## src/hdl/sbp_defines.svh

```systemverilog
// constants of the sector/block protection-bit logic
`ifndef SBP_DEFINES_SVH
`define SBP_DEFINES_SVH

// register byte offsets
`define SBP_REG_ADDR 8'h00
`define SBP_REG_CMD 8'h04
`define SBP_REG_STATUS 8'h08
`define SBP_REG_CFG 8'h0c
`define SBP_REG_PWD_LO 8'h10
`define SBP_REG_PWD_HI 8'h14
`define SBP_REG_ATT_LO 8'h18
`define SBP_REG_ATT_HI 8'h1c

// command codes, CMD[3:0]; CMD[4] is the dynamic bit value
`define SBP_CMD_PERS_PROG 4'h1
`define SBP_CMD_PERS_ERASE 4'h2
`define SBP_CMD_PERS_READ 4'h3
`define SBP_CMD_DYN_WRITE 4'h4
`define SBP_CMD_DYN_READ 4'h5
`define SBP_LOCK_FLAG_CLEAR_CMD 4'h6
`define SBP_PASSWORD_UNLOCK_CMD 4'h7
`define SBP_CMD_ARRAY_CHECK 4'h8
`define SBP_CMD_SW_RESET 4'h9
`define SBP_CMD_CLR_ERR 4'ha
`define SBP_CMD_DYN_BIT 4

// status fields
`define SBP_ST_BUSY 0
`define SBP_ST_PROG_ERR 1
`define SBP_ST_PROT_ERR 2
`define SBP_ST_LOCK 3
`define SBP_ST_PWD_MODE 4
`define SBP_ST_READ_BIT 5
`define SBP_ST_ALLOWED 6
`define SBP_ST_ARRAY_BLOCK 7

// config fields
`define SBP_CFG_TBSEL 0
`define SBP_CFG_PWD_MODE 1

// layout of the bottom-parameter map
`define SBP_UNITS 286
`define SBP_TOP_BLOCK_FIRST 8'hfe
`define SBP_TOP_UNIT_BASE 9'h0fe

// timing
`define SBP_CLK_PERIOD_NS 10
`define SBP_PERS_PROG_TIME_NS 400000
`define SBP_PERS_ERASE_TIME_NS 50000000
`define SBP_UNLOCK_DELAY_NS 100000

`endif

```

## src/hdl/sbp_pkg.sv

```systemverilog
// types of the sector/block protection-bit logic
package sbp_pkg;
	typedef enum logic [1:0] {SBP_IDLE, SBP_PROG, SBP_ERASE, SBP_UNLOCK_WAIT} sbp_state_e;
	typedef logic [8:0] sbp_unit_t;
	typedef logic [23:0] sbp_addr_t;
endpackage : sbp_pkg

```

## src/hdl/sbp_unit_map.sv

```systemverilog
// byte address to protection unit index, bottom-parameter layout
`timescale 1ns/1ps
`include "sbp_defines.svh"
module sbp_unit_map (
	// address in
	input wire sbp_pkg::sbp_addr_t i_addr,
	// unit index out
	output sbp_pkg::sbp_unit_t o_unit
);
	import sbp_pkg::*;

	// top two 64k blocks split into 4k units; the rest map one block per unit
	always_comb begin
		if (i_addr[23:16] >= `SBP_TOP_BLOCK_FIRST) begin
			o_unit = `SBP_TOP_UNIT_BASE + {4'h0, i_addr[16:12]};
		end else begin
			o_unit = {1'b0, i_addr[23:16]};
		end
	end
endmodule : sbp_unit_map

```

## src/hdl/sbp_op_timer.sv

```systemverilog
// down-counter that times one internal operation
`timescale 1ns/1ps
module sbp_op_timer #(
	parameter int WIDTH = 32
) (
	// clock and reset
	input wire logic i_ref_clk,
	input wire logic i_reset,
	// control
	input wire logic i_start,
	input wire logic [WIDTH-1:0] i_cycles,
	// state
	output logic o_busy,
	output logic o_done
);
	logic [WIDTH-1:0] count;

	always_ff @(posedge i_ref_clk) begin
		if (i_reset) begin
			count <= '0;
			o_busy <= 1'b0;
			o_done <= 1'b0;
		end else if (i_start) begin
			count <= i_cycles;
			o_busy <= 1'b1;
			o_done <= 1'b0;
		end else if (o_busy && count <= {{(WIDTH-1){1'b0}}, 1'b1}) begin
			count <= '0;
			o_busy <= 1'b0;
			o_done <= 1'b1;
		end else begin
			count <= o_busy ? count - {{(WIDTH-1){1'b0}}, 1'b1} : count;
			o_done <= 1'b0;
		end
	end
endmodule : sbp_op_timer

```

## src/hdl/sbp_top.sv

```systemverilog
// protection-bit logic with a classic wishbone register slave
// Contract
// - bottom layout: blocks 0-253 map to units 0-253, top 4k sectors to 254-285
// - one persistent bit per unit, kept across every reset
// - persistent bits program to 0 singly, erase to 1 all together, no address
// - erase needs no host supervision; device handles it internally
// - program takes a program time, erase an erase time; busy shown meanwhile
// - no array read data while a persistent bit is being programmed
// - persistent-bit read command returns the addressed unit's bit
// - every persistent bit starts erased to 1
// - one volatile dynamic bit per unit, written 0 or 1 freely
// - persistent 0 protects; otherwise the dynamic bit decides
// - lock flag 0 makes persistent program and erase fail
// - persistent mode sets lock at reset; cleared stays cleared until reset
// - password mode clears lock at reset; only a good unlock sets it
// - a command clears the lock flag to 0
// - software reset leaves the lock flag alone
// - wrong password sets program and protection errors, lock stays 0
`timescale 1ns/1ps
`include "sbp_defines.svh"
module sbp_top #(
	parameter int PROG_CYCLES = `SBP_PERS_PROG_TIME_NS / `SBP_CLK_PERIOD_NS,
	parameter int ERASE_CYCLES = `SBP_PERS_ERASE_TIME_NS / `SBP_CLK_PERIOD_NS,
	parameter int UNLOCK_CYCLES = `SBP_UNLOCK_DELAY_NS / `SBP_CLK_PERIOD_NS,
	parameter int UNITS = `SBP_UNITS
) (
	// clock and reset
	input wire logic i_ref_clk,
	input wire logic i_reset,
	// wishbone slave
	input wire logic i_wb_cyc,
	input wire logic i_wb_stb,
	input wire logic i_wb_we,
	input wire logic [7:0] i_wb_adr,
	input wire logic [31:0] i_wb_dat,
	input wire logic [3:0] i_wb_sel,
	output logic [31:0] o_wb_dat,
	output logic o_wb_ack,
	// device state
	output logic o_write_in_progress_flag,
	output logic o_array_read_block
);
	import sbp_pkg::*;

	////////////////////////////////////////////////////////////////////////
	// storage

	// non-volatile: values only ever come from the factory state, operations or password/config register writes
	logic [UNITS-1:0] persistent_prot_bit = '1;
	logic [63:0] stored_password = '1;
	logic password_mode = 1'b0;
	// volatile
	logic [UNITS-1:0] dynamic_prot_bit;
	logic lock_flag;
	sbp_addr_t addr;
	logic [63:0] attempt;
	logic top_bottom_param_select;
	logic program_error_flag;
	logic protection_error_flag;
	logic read_bit;
	logic allowed;
	sbp_state_e state;
	sbp_unit_t op_unit;

	////////////////////////////////////////////////////////////////////////
	// bus decode

	logic bus_req;
	logic wr_en;
	logic cmd_wr;
	logic [3:0] cmd_code;
	logic cmd_dyn_val;
	sbp_unit_t unit;
	logic unit_protected;
	logic pwd_match;

	assign bus_req = i_wb_cyc && i_wb_stb && !o_wb_ack;
	assign wr_en = bus_req && i_wb_we;
	assign cmd_wr = wr_en && (i_wb_adr == `SBP_REG_CMD) && i_wb_sel[0];
	assign cmd_code = i_wb_dat[3:0];
	assign cmd_dyn_val = i_wb_dat[`SBP_CMD_DYN_BIT];

	sbp_unit_map u_map (
		.i_addr(addr),
		.o_unit(unit)
	);

	assign unit_protected = !persistent_prot_bit[unit] || !dynamic_prot_bit[unit];
	assign pwd_match = (attempt == stored_password);

	function automatic logic [31:0] merge_lanes(input logic [31:0] old, input logic [31:0] din,
		input logic [3:0] sel);
		logic [31:0] res;
		res = old;
		for (int b = 0; b < 4; b++) begin
			if (sel[b]) begin
				res[8*b +: 8] = din[8*b +: 8];
			end
		end
		return res;
	endfunction : merge_lanes

	////////////////////////////////////////////////////////////////////////
	// operation timer

	logic busy;
	logic op_done;
	logic timer_start;
	logic [31:0] timer_cycles;
	logic idle_cmd;

	// commands arriving during an operation are dropped; software polls the busy bit
	assign idle_cmd = cmd_wr && (state == SBP_IDLE) && !busy;

	always_comb begin
		timer_start = 1'b0;
		timer_cycles = 32'h0;
		if (idle_cmd) begin
			unique case (cmd_code)
				`SBP_CMD_PERS_PROG: begin
					timer_start = lock_flag;
					timer_cycles = 32'(PROG_CYCLES);
				end
				`SBP_CMD_PERS_ERASE: begin
					timer_start = lock_flag;
					timer_cycles = 32'(ERASE_CYCLES);
				end
				`SBP_PASSWORD_UNLOCK_CMD: begin
					timer_start = password_mode && !pwd_match;
					timer_cycles = 32'(UNLOCK_CYCLES);
				end
				default: begin
					timer_start = 1'b0;
				end
			endcase
		end
	end

	sbp_op_timer #(
		.WIDTH(32)
	) u_timer (
		.i_ref_clk(i_ref_clk),
		.i_reset(i_reset),
		.i_start(timer_start),
		.i_cycles(timer_cycles),
		.o_busy(busy),
		.o_done(op_done)
	);

	////////////////////////////////////////////////////////////////////////
	// operation state

	always_ff @(posedge i_ref_clk) begin
		if (i_reset) begin
			state <= SBP_IDLE;
			op_unit <= '0;
		end else begin
			unique case (state)
				SBP_IDLE: begin
					if (timer_start) begin
						op_unit <= unit;
						if (cmd_code == `SBP_CMD_PERS_PROG) begin
							state <= SBP_PROG;
						end else if (cmd_code == `SBP_CMD_PERS_ERASE) begin
							state <= SBP_ERASE;
						end else begin
							state <= SBP_UNLOCK_WAIT;
						end
					end
				end
				SBP_PROG, SBP_ERASE, SBP_UNLOCK_WAIT: begin
					if (op_done) begin
						state <= SBP_IDLE;
					end
				end
			endcase
		end
	end

	// hardware reset aborts an operation in flight; the bits keep their old value
	always_ff @(posedge i_ref_clk) begin
		if (!i_reset && op_done && state == SBP_PROG) begin
			persistent_prot_bit[op_unit] <= 1'b0;
		end else if (!i_reset && op_done && state == SBP_ERASE) begin
			persistent_prot_bit <= '1;
		end
	end

	////////////////////////////////////////////////////////////////////////
	// dynamic bits

	always_ff @(posedge i_ref_clk) begin
		if (i_reset) begin
			dynamic_prot_bit <= '1;
		end else if (idle_cmd && cmd_code == `SBP_CMD_SW_RESET) begin
			dynamic_prot_bit <= '1;
		end else if (idle_cmd && cmd_code == `SBP_CMD_DYN_WRITE) begin
			dynamic_prot_bit[unit] <= cmd_dyn_val;
		end
	end

	////////////////////////////////////////////////////////////////////////
	// lock flag

	always_ff @(posedge i_ref_clk) begin
		if (i_reset) begin
			lock_flag <= !password_mode;
		end else if (idle_cmd && cmd_code == `SBP_LOCK_FLAG_CLEAR_CMD) begin
			lock_flag <= 1'b0;
		end else if (idle_cmd && cmd_code == `SBP_PASSWORD_UNLOCK_CMD && password_mode && pwd_match) begin
			lock_flag <= 1'b1;
		end
		// software reset has no branch here
	end

	////////////////////////////////////////////////////////////////////////
	// error flags and command results

	always_ff @(posedge i_ref_clk) begin
		if (i_reset) begin
			program_error_flag <= 1'b0;
			protection_error_flag <= 1'b0;
		end else if (idle_cmd) begin
			unique case (cmd_code)
				`SBP_CMD_CLR_ERR, `SBP_CMD_SW_RESET: begin
					program_error_flag <= 1'b0;
					protection_error_flag <= 1'b0;
				end
				`SBP_CMD_PERS_PROG, `SBP_CMD_PERS_ERASE: begin
					if (!lock_flag) begin
						program_error_flag <= 1'b1;
						protection_error_flag <= 1'b1;
					end
				end
				`SBP_PASSWORD_UNLOCK_CMD: begin
					if (!password_mode || !pwd_match) begin
						program_error_flag <= 1'b1;
						protection_error_flag <= 1'b1;
					end
				end
				`SBP_CMD_ARRAY_CHECK: begin
					if (unit_protected) begin
						protection_error_flag <= 1'b1;
					end
				end
				default: begin
					program_error_flag <= program_error_flag;
				end
			endcase
		end
	end

	always_ff @(posedge i_ref_clk) begin
		if (i_reset) begin
			read_bit <= 1'b1;
			allowed <= 1'b0;
		end else if (idle_cmd && cmd_code == `SBP_CMD_PERS_READ) begin
			read_bit <= persistent_prot_bit[unit];
		end else if (idle_cmd && cmd_code == `SBP_CMD_DYN_READ) begin
			read_bit <= dynamic_prot_bit[unit];
		end else if (idle_cmd && cmd_code == `SBP_CMD_ARRAY_CHECK) begin
			allowed <= !unit_protected;
		end
	end

	////////////////////////////////////////////////////////////////////////
	// software registers

	always_ff @(posedge i_ref_clk) begin
		if (i_reset) begin
			addr <= '0;
			attempt <= '0;
			top_bottom_param_select <= 1'b0;
		end else if (wr_en) begin
			unique case (i_wb_adr)
				`SBP_REG_ADDR: begin
					addr <= sbp_addr_t'(merge_lanes({8'h00, addr}, i_wb_dat, i_wb_sel));
				end
				`SBP_REG_ATT_LO: begin
					attempt[31:0] <= merge_lanes(attempt[31:0], i_wb_dat, i_wb_sel);
				end
				`SBP_REG_ATT_HI: begin
					attempt[63:32] <= merge_lanes(attempt[63:32], i_wb_dat, i_wb_sel);
				end
				`SBP_REG_CFG: begin
					if (i_wb_sel[0]) begin
						top_bottom_param_select <= i_wb_dat[`SBP_CFG_TBSEL];
					end
				end
				default: begin
					top_bottom_param_select <= top_bottom_param_select;
				end
			endcase
		end
	end

	// password and mode are one-time: frozen once password mode is chosen
	always_ff @(posedge i_ref_clk) begin
		if (wr_en && !password_mode && !i_reset) begin
			if (i_wb_adr == `SBP_REG_PWD_LO) begin
				stored_password[31:0] <= stored_password[31:0] & merge_lanes(32'hffffffff, i_wb_dat, i_wb_sel);
			end else if (i_wb_adr == `SBP_REG_PWD_HI) begin
				stored_password[63:32] <= stored_password[63:32] & merge_lanes(32'hffffffff, i_wb_dat, i_wb_sel);
			end else if (i_wb_adr == `SBP_REG_CFG && i_wb_sel[0]) begin
				password_mode <= i_wb_dat[`SBP_CFG_PWD_MODE];
			end
		end
	end

	////////////////////////////////////////////////////////////////////////
	// read mux and acknowledge

	logic [31:0] rd_mux;

	always_comb begin
		rd_mux = 32'h0;
		unique case (i_wb_adr)
			`SBP_REG_ADDR: rd_mux = {8'h00, addr};
			`SBP_REG_STATUS: begin
				rd_mux[`SBP_ST_BUSY] = busy;
				rd_mux[`SBP_ST_PROG_ERR] = program_error_flag;
				rd_mux[`SBP_ST_PROT_ERR] = protection_error_flag;
				rd_mux[`SBP_ST_LOCK] = lock_flag;
				rd_mux[`SBP_ST_PWD_MODE] = password_mode;
				rd_mux[`SBP_ST_READ_BIT] = read_bit;
				rd_mux[`SBP_ST_ALLOWED] = allowed;
				rd_mux[`SBP_ST_ARRAY_BLOCK] = (state == SBP_PROG);
			end
			`SBP_REG_CFG: begin
				rd_mux[`SBP_CFG_TBSEL] = top_bottom_param_select;
				rd_mux[`SBP_CFG_PWD_MODE] = password_mode;
			end
			// password reads back only before the mode is chosen
			`SBP_REG_PWD_LO: rd_mux = password_mode ? 32'h0 : stored_password[31:0];
			`SBP_REG_PWD_HI: rd_mux = password_mode ? 32'h0 : stored_password[63:32];
			default: rd_mux = 32'h0;
		endcase
	end

	always_ff @(posedge i_ref_clk) begin
		if (i_reset) begin
			o_wb_ack <= 1'b0;
			o_wb_dat <= 32'h0;
		end else begin
			o_wb_ack <= bus_req;
			o_wb_dat <= (bus_req && !i_wb_we) ? rd_mux : 32'h0;
		end
	end

	////////////////////////////////////////////////////////////////////////
	// device state pins

	always_ff @(posedge i_ref_clk) begin
		if (i_reset) begin
			o_write_in_progress_flag <= 1'b0;
			o_array_read_block <= 1'b0;
		end else begin
			o_write_in_progress_flag <= timer_start || (busy && !op_done);
			o_array_read_block <= (timer_start && cmd_code == `SBP_CMD_PERS_PROG)
				|| (state == SBP_PROG && !op_done);
		end
	end
endmodule : sbp_top

```

## config.mk

```make
export PLATFORM = sky130hd
export DESIGN_NAME = sbp_top
export DESIGN_NICKNAME = d
export VERILOG_FILES = /design/src/hdl/sbp_pkg.sv /design/src/hdl/sbp_unit_map.sv /design/src/hdl/sbp_op_timer.sv /design/src/hdl/sbp_top.sv
export VERILOG_INCLUDE_DIRS = /design/src /design/src/hdl
export SDC_FILE = /design/constraint.sdc
export NUM_CORES = 2
export LEC_CHECK = 0
export ABC_CLOCK_PERIOD_IN_PS = 32000
export BUFFER_PORTS_ARGS = -buffer_cell sky130_fd_sc_hd__buf_2
export CAP_MARGIN = 20
export CELL_PAD_IN_SITES_DETAIL_PLACEMENT = 1
export CELL_PAD_IN_SITES_GLOBAL_PLACEMENT = 1
export CORE_ASPECT_RATIO = 0.7
export CORE_MARGIN = 2
export CORE_UTILIZATION = 40
export CTS_CLUSTER_SIZE = 40
export DETAILED_ROUTE_END_ITERATION = 12
export PLACE_DENSITY = 0.66
export SKIP_CTS_REPAIR_TIMING = 1
export SLEW_MARGIN = 20
export SYNTH_ARGS = -nofsm -noshare
export SYNTH_HDL_FRONTEND = slang
export SYNTH_SLANG_ARGS = --single-unit
```

## constraint.sdc

```tcl
create_clock -name i_ref_clk -period 32 [get_ports i_ref_clk]
set_clock_uncertainty 0.15 [all_clocks]
set_input_delay 4.8 -clock i_ref_clk [delete_from_list [all_inputs] [get_ports i_ref_clk]]
set_output_delay 4.8 -clock i_ref_clk [all_outputs]
set_load 0.005 [all_outputs]
```

# ---- Word level (Yosys, flattened, before mapping)
# Cells that the tools add are included.
dict set report totals {
  output_inout_bits 35
  register_bits 811
  in_bits 49
}
dict set report classes {
  n_addsub 2
  bitwise 9
  n_eq_ne 26
  n_reduce_logical 79
  muxes 66
  magnitude_cmp 6
}
# cell count
set ops {}
lappend ops {{286-bit 2-to-1 mux} 2}
lappend ops {{286-bit AND} 1}
lappend ops {{286-bit bitwise mux} 1}
lappend ops {{286-bit NOT} 1}
lappend ops {{8-bit 2-to-1 mux} 24}
lappend ops {{32-bit 2-to-1 mux} 5}
lappend ops {{24-bit one-hot mux with 3 select lines} 1}
lappend ops {{23-bit one-hot mux with 3 select lines} 1}
lappend ops {{32-bit AND} 2}
lappend ops {{64-bit equality test} 1}
lappend ops {{3-bit AND reduction} 14}
lappend ops {{8-bit by 5-bit equality test with 1-bit output, second input constant} 4}
lappend ops {{32-bit by 1-bit less-or-equal comparator with 1-bit output, second input constant} 1}
lappend ops {{32-bit by 1-bit subtractor with 32-bit output, second input constant} 1}
lappend ops {{1-bit logical AND} 30}
lappend ops {{6-bit one-hot mux with 4 select lines} 1}
lappend ops {{23-bit 2-to-1 mux} 1}
lappend ops {{9-bit by 10-bit less-than comparator with 1-bit output, second input constant} 2}
lappend ops {{1-bit binary-select mux with 9-bit select} 2}
lappend ops {{1-bit demux with 9-bit select} 2}
lappend ops {{9-bit by 1-bit greater-or-equal comparator with 1-bit output, second input constant} 2}
lappend ops {{1-bit 2-to-1 mux} 17}
lappend ops {{4-bit by 3-bit equality test with 1-bit output, second input constant} 4}
lappend ops {{8-bit by 4-bit equality test with 1-bit output, second input constant} 2}
lappend ops {{30 further kinds} 66}

# ---- Longest topological paths before layout
dict set report logic_depth {
  depth_word 13
  depth_mapped 15
}

# ---- By module
# A second synthesis with hierarchy kept.
dict set report unflattened {
  cells_unflattened 3987
  hier_area_um2 38827.2
}
# module area_per_inst_um2 n_inst seq_area_each_um2 cells_each
set modules_own_cells {}
lappend modules_own_cells {sbp_top 36467.5 1 19078.3 3697}
lappend modules_own_cells {sbp_op_timer 2148.3 1 680.7 269}
lappend modules_own_cells {sbp_unit_map 211.5 1 0.0 21}

# ---- Worst setup path before layout
# No wires, ideal clock.
dict set report synth_path {
  path_type {input port to flip-flop}
  from {input port i_reset}
  to {register persistent_prot_bit[0] (enable)}
  setup_time_ps 1286
  stages 4
  required_ps 30564
  path_slack_ps 5955
  arrival_time_ps 24610
  path_cell_list {clkbuf_1 > clkbuf_1 > clkbuf_1 > nor3_1}
}
dict set report synth_via {
  elab_chain_len 4
}
# element line
set synth_lines {}
lappend synth_lines {{start, declared} sbp_top.sv:29} ;# input wire logic i_reset,
lappend synth_lines {{1-bit logical NOT (*)} {sbp_top.sv:182, sbp_top.sv:184}}
lappend synth_lines {{1-bit logical AND (*)} {sbp_top.sv:182, sbp_top.sv:184}}
lappend synth_lines {{1-bit logical AND (on tied branches)} {sbp_top.sv:182, sbp_top.sv:184}}
lappend synth_lines {{2-bit nonzero test (no source line) (*)} -}
lappend synth_lines {{end signal, assigned by index} sbp_top.sv:183} ;# persistent_prot_bit[op_unit] <= 1'b0;
lappend synth_lines {{end signal, assigned} sbp_top.sv:185} ;# persistent_prot_bit <= '1;
lappend synth_lines {{end, declared} sbp_top.sv:49} ;# logic [UNITS-1:0] persistent_prot_bit = '1;
# Every way passes the cells marked *; elsewhere a longest branch is shown, timed or not.
# A chain may end at the register's enable or synchronous reset.

# ---- Worst setup path in the final report
dict set report layout_path {
  from {input port i_wb_adr[2]}
  to {register dynamic_prot_bit[6]}
}
dict set report layout_via {
  elab_chain_len 7
}
# element line
set layout_lines {}
lappend layout_lines {{start, declared} sbp_top.sv:34} ;# input wire logic [7:0] i_wb_adr,
lappend layout_lines {{8-bit by 3-bit equality test with 1-bit output (no source line) (*)} -}
lappend layout_lines {{1-bit logical AND (*) (2 in series)} sbp_top.sv:79} ;# assign cmd_wr = wr_en && (i_wb_adr == `SBP_REG_CMD) && i_wb_sel[0];
lappend layout_lines {{1-bit logical AND (*) (2 in series)} sbp_top.sv:113} ;# assign idle_cmd = cmd_wr && (state == SBP_IDLE) && !busy;
lappend layout_lines {{1-bit logical AND (no source line)} -}
lappend layout_lines {{2-bit OR reduction (no source line)} -}
lappend layout_lines {{end signal, assigned by index} sbp_top.sv:198} ;# dynamic_prot_bit[unit] <= cmd_dyn_val;
lappend layout_lines {{end, declared} sbp_top.sv:53} ;# logic [UNITS-1:0] dynamic_prot_bit;
# Marked as above.

==> results.md <==
- Status: complete, no violations
- Post-synthesis cell type count: 75
- Crit-path slowest cell: nor2_2
- Area of the multi-input gates: 0.0188 mm^2
- CP Max Fanout: 40
- Clock power share: 47.9%
- Pins over their slew limit: 0
- Largest net degree at the start of global routing: 211
- Main flop type after synthesis: dfxtp_1
- Slowest Stage Delay on Critical Path: 990 ps
- LEAKAGE: 0.0133 uW
- Worst vdd ir: 0.0422 mV
- Area contributors post-synth: edfxtp_1 (27%), dfxtp_1 (23%), o21ai_0 (9.0%)
- Final period util: 26.3%
- GRT Util Overall: 30.0%
- WP data required: 32470 ps
- CP Cell Sequence: buf_2 > buf_4 > nor2b_1 > nor4b_1 > nand3_1 > nor4_1 > nand2_1 > nor2_2 > nand3_1 > nand3_1
- EDFF count, synth: 352
- Wire per inst: 27.5 um
- Final core utilization: 45.0%
- Layout cell share with drive strength beyond 1: 9.70%
- CP bufs+invs: 2
- Comb power frac: 1.6%
- Reg2reg start: addr[18]
- Yosys top cell by area: edfxtp_1
- Syn_area_per_cell: 9.08 um^2
- Core Rows: 96
- DRC viols: 0
- Sequential share of power: 50.4%
- Register-to-register setup slack: 26380 ps
- Yosys warns: 0
- GP Congestion: 0.871
- Fillcell total: 11200
- Core ar.: 0.0984 mm^2
- Final Hold Viols: 0
- Worst-margin pin slew: 1290 ps
- Clk sink count: 811
- Post-Synthesis Cells: 4385
- Worst Setup End Kind: flip-flop
- Setup_tns: 0 ps
- Vias in the first global route: 35600
- R2R depth: 11
- Clk slew on worst S/H paths: 60 ps
- Largest delay contributor family on the critical path: simple AND/OR/NAND/NOR gates
- Mapped Area: 0.0398 mm^2
- Initial core utilization: 40.5%
- Layout area overhead: 11.2%
- Worst Hold Class: flip-flop to flip-flop
- Hold Path Stages: 2
- NetSw: 483 uW
- FF+latch area: 0.0198 mm^2
- Synthesized net count: 4438
- DR pass1 iterations: 6
- Final setup viols: 0
- Final wirelength: 157 mm
- Worst Path Arrival: 8880 ps
- Grt total ovfl: 0
- Antenna violations before repair: 3
- Worst-Skew Late Latency: 710 ps
- Synthesized flop and latch total: 811
- RSZ-0062 raised after global routing: no
- Drt initial violations: 3930
- Input/output buffers: 83
- Via Count: 35900
- Max transition margin: 13.2%
- Ys async rst share: 0%
- Final Net Count: 4339
- Switching fraction of total power: 22.7%
- Pwr Density: 47.9 mW/mm^2
- Cell Int Power: 1640 uW
- Share of the synthesized area in the top cell type: 26.5%
- Die span in y: 268 um
- Sequential fraction of the synthesis area: 49.6%
- CTS tree: yes
- Worst hold start: u_timer.count[6]
- Die width: 381 um
- Die area: 0.102 mm^2
- Vias per inst: 6.31
- First-pass GRT wire length: 234 mm
- Critical path startpoint: i_wb_adr[2]
- FMAX: 119 MHz
- Post-route ant nets: 0
- Stages on worst setup path: 10
- Final HPWL DP: 92.9 mm
- Startpoint types: input pin
- H-tree depth: 3
- Final critical-path required period: 8410 ps
- I/O Pins: 84
- TritonCTS Buffers: 86
- Critical path class: input pin to flip-flop
- Max-capacitance violation count: 0
- Root Buffer: clkbuf_16
- Critical path's most frequent cell: nand3_1
- CTS Buffer Depth: 3
[worst register-to-register path: stages (launching register included)]
cell	delay (ps)
dfxtp_1	900
nand4_2	500
or4_1	620
buf_4	270
nand2_2	750
a221o_1	330
o22a_1	180
o2111ai_1	160
a2111oi_0	870
o2111a_1	460
a311oi_2	150
o21a_1	190
[power by group through the flow]
stage          logic (uW)  registers, uW  clock network (uW)
2_1_floorplan        21.2           1090                   0
3_3_place_gp         34.5           1090                   0
3_5_place_dp         34.7           1090                   0
4_1_cts              34.8           1070                1040
5_1_grt              37.6           1070                1070
6_report             35.0           1070                1020
[synthesized netlist by cell type, types with 15 or more instances]
cell type	count
nor4_1	32
nand2b_1	42
a21oi_1	50
mux2i_1	228
a31oi_1	51
o31ai_1	15
a211o_1	23
nor2_1	236
o21ai_0	720
xor2_1	71
buf_1	30
mux4_2	16
nor3_1	41
nand2_1	462
mux2_2	15
buf_2	24
nand3_1	621
xnor2_1	15
edfxtp_1	352
dfxtp_1	459
o22a_1	43
a211oi_1	20
clkbuf_1	314
nand4_1	23
and2_1	79
a21o_1	38
nor2b_1	41
inv_1	18
o22ai_1	91
a221oi_1	29
[stage by stage]
step | total power [uW] | cell area, um^2 | setup slack (ps) | std cells | hold WS (ps)
floorplan | 1120 | 39800 | 5950 | 4385 | 274
global route | 2180 | 44300 | 23500 | 5683 | 322
detailed placement | 1130 | 41500 | 22940 | 5520 | 293
finish | 2120 | 44300 | 23590 | 5688 | 300
CTS | 2140 | 44300 | 23650 | 5682 | 302
global placement | 1130 | 41500 | 23010 | 5519 | 293
[sequential cells by signal, indices dropped and copies added, names as in the netlist, 2 cells and up]
register	flops
u_timer.count	32
op_unit	9
persistent_prot_bit	286
state	2
attempt	64
stored_password	64
dynamic_prot_bit	286
addr	24
o_wb_dat	32
[cell usage in the layout, fill, tap and decap left out, types with 41 or more instances in the layout]
cell type	instances
a21oi_1	48
o21ai_0	718
mux2i_1	228
and2_1	78
a31oi_1	49
nand2_1	458
o22ai_1	91
nand2b_1	42
edfxtp_1	352
buf_4	101
nor2_1	213
o22a_1	43
clkbuf_16	88
buf_2	81
nor2b_1	41
dfxtp_1	456
nand3_1	620
xor2_1	71
[path summary, 6_finish.rpt]
| kind | endpoint |
|---|---|
| max reg2reg | protection_error_flag |
| min reg2reg | u_timer.count[6] |
| min | u_timer.count[6] |
| max | dynamic_prot_bit[6] |
[routing by layer]
metal / vias up / wire length (um) / track usage (%)
li1: 15900 / - / -
met1: 18300 / 73400 / 44.5
met2: 1390 / 66000 / 43.8
met3: 266 / 12800 / 6.06
met4: 2 / 4350 / 9.08
met5: - / 11 / 0
[logic make-up (layout without fill, tap and decap cells)]
group                      after synthesis  after routing  synth area share [%]
AOI/OAI and AO/OA                     1190           1190                  17.9
xor gates and xnor gates                86             86                  1.89
other                                    0              5                     0
and+or+nand+nor                       1643           1643                  19.6
muxes                                  259            259                  7.06
buffers and inverters                  392            367                  3.85
adders and majority gates                4              4                 0.126
DFF                                    811            811                  49.6
[cell type report]
cell class              instances  share of cell area [%]
diodes                          5                  0.0282
clock buffers                 128                    5.57
clock inverters                34                   0.698
inverters                      18                   0.152
multi-input cells            3182                    42.4
flip-flops and latches        811                    44.6
well taps                    1323                    3.74
repair buffers                187                    2.82
Note: power is estimated with default switching activity, not from simulation.
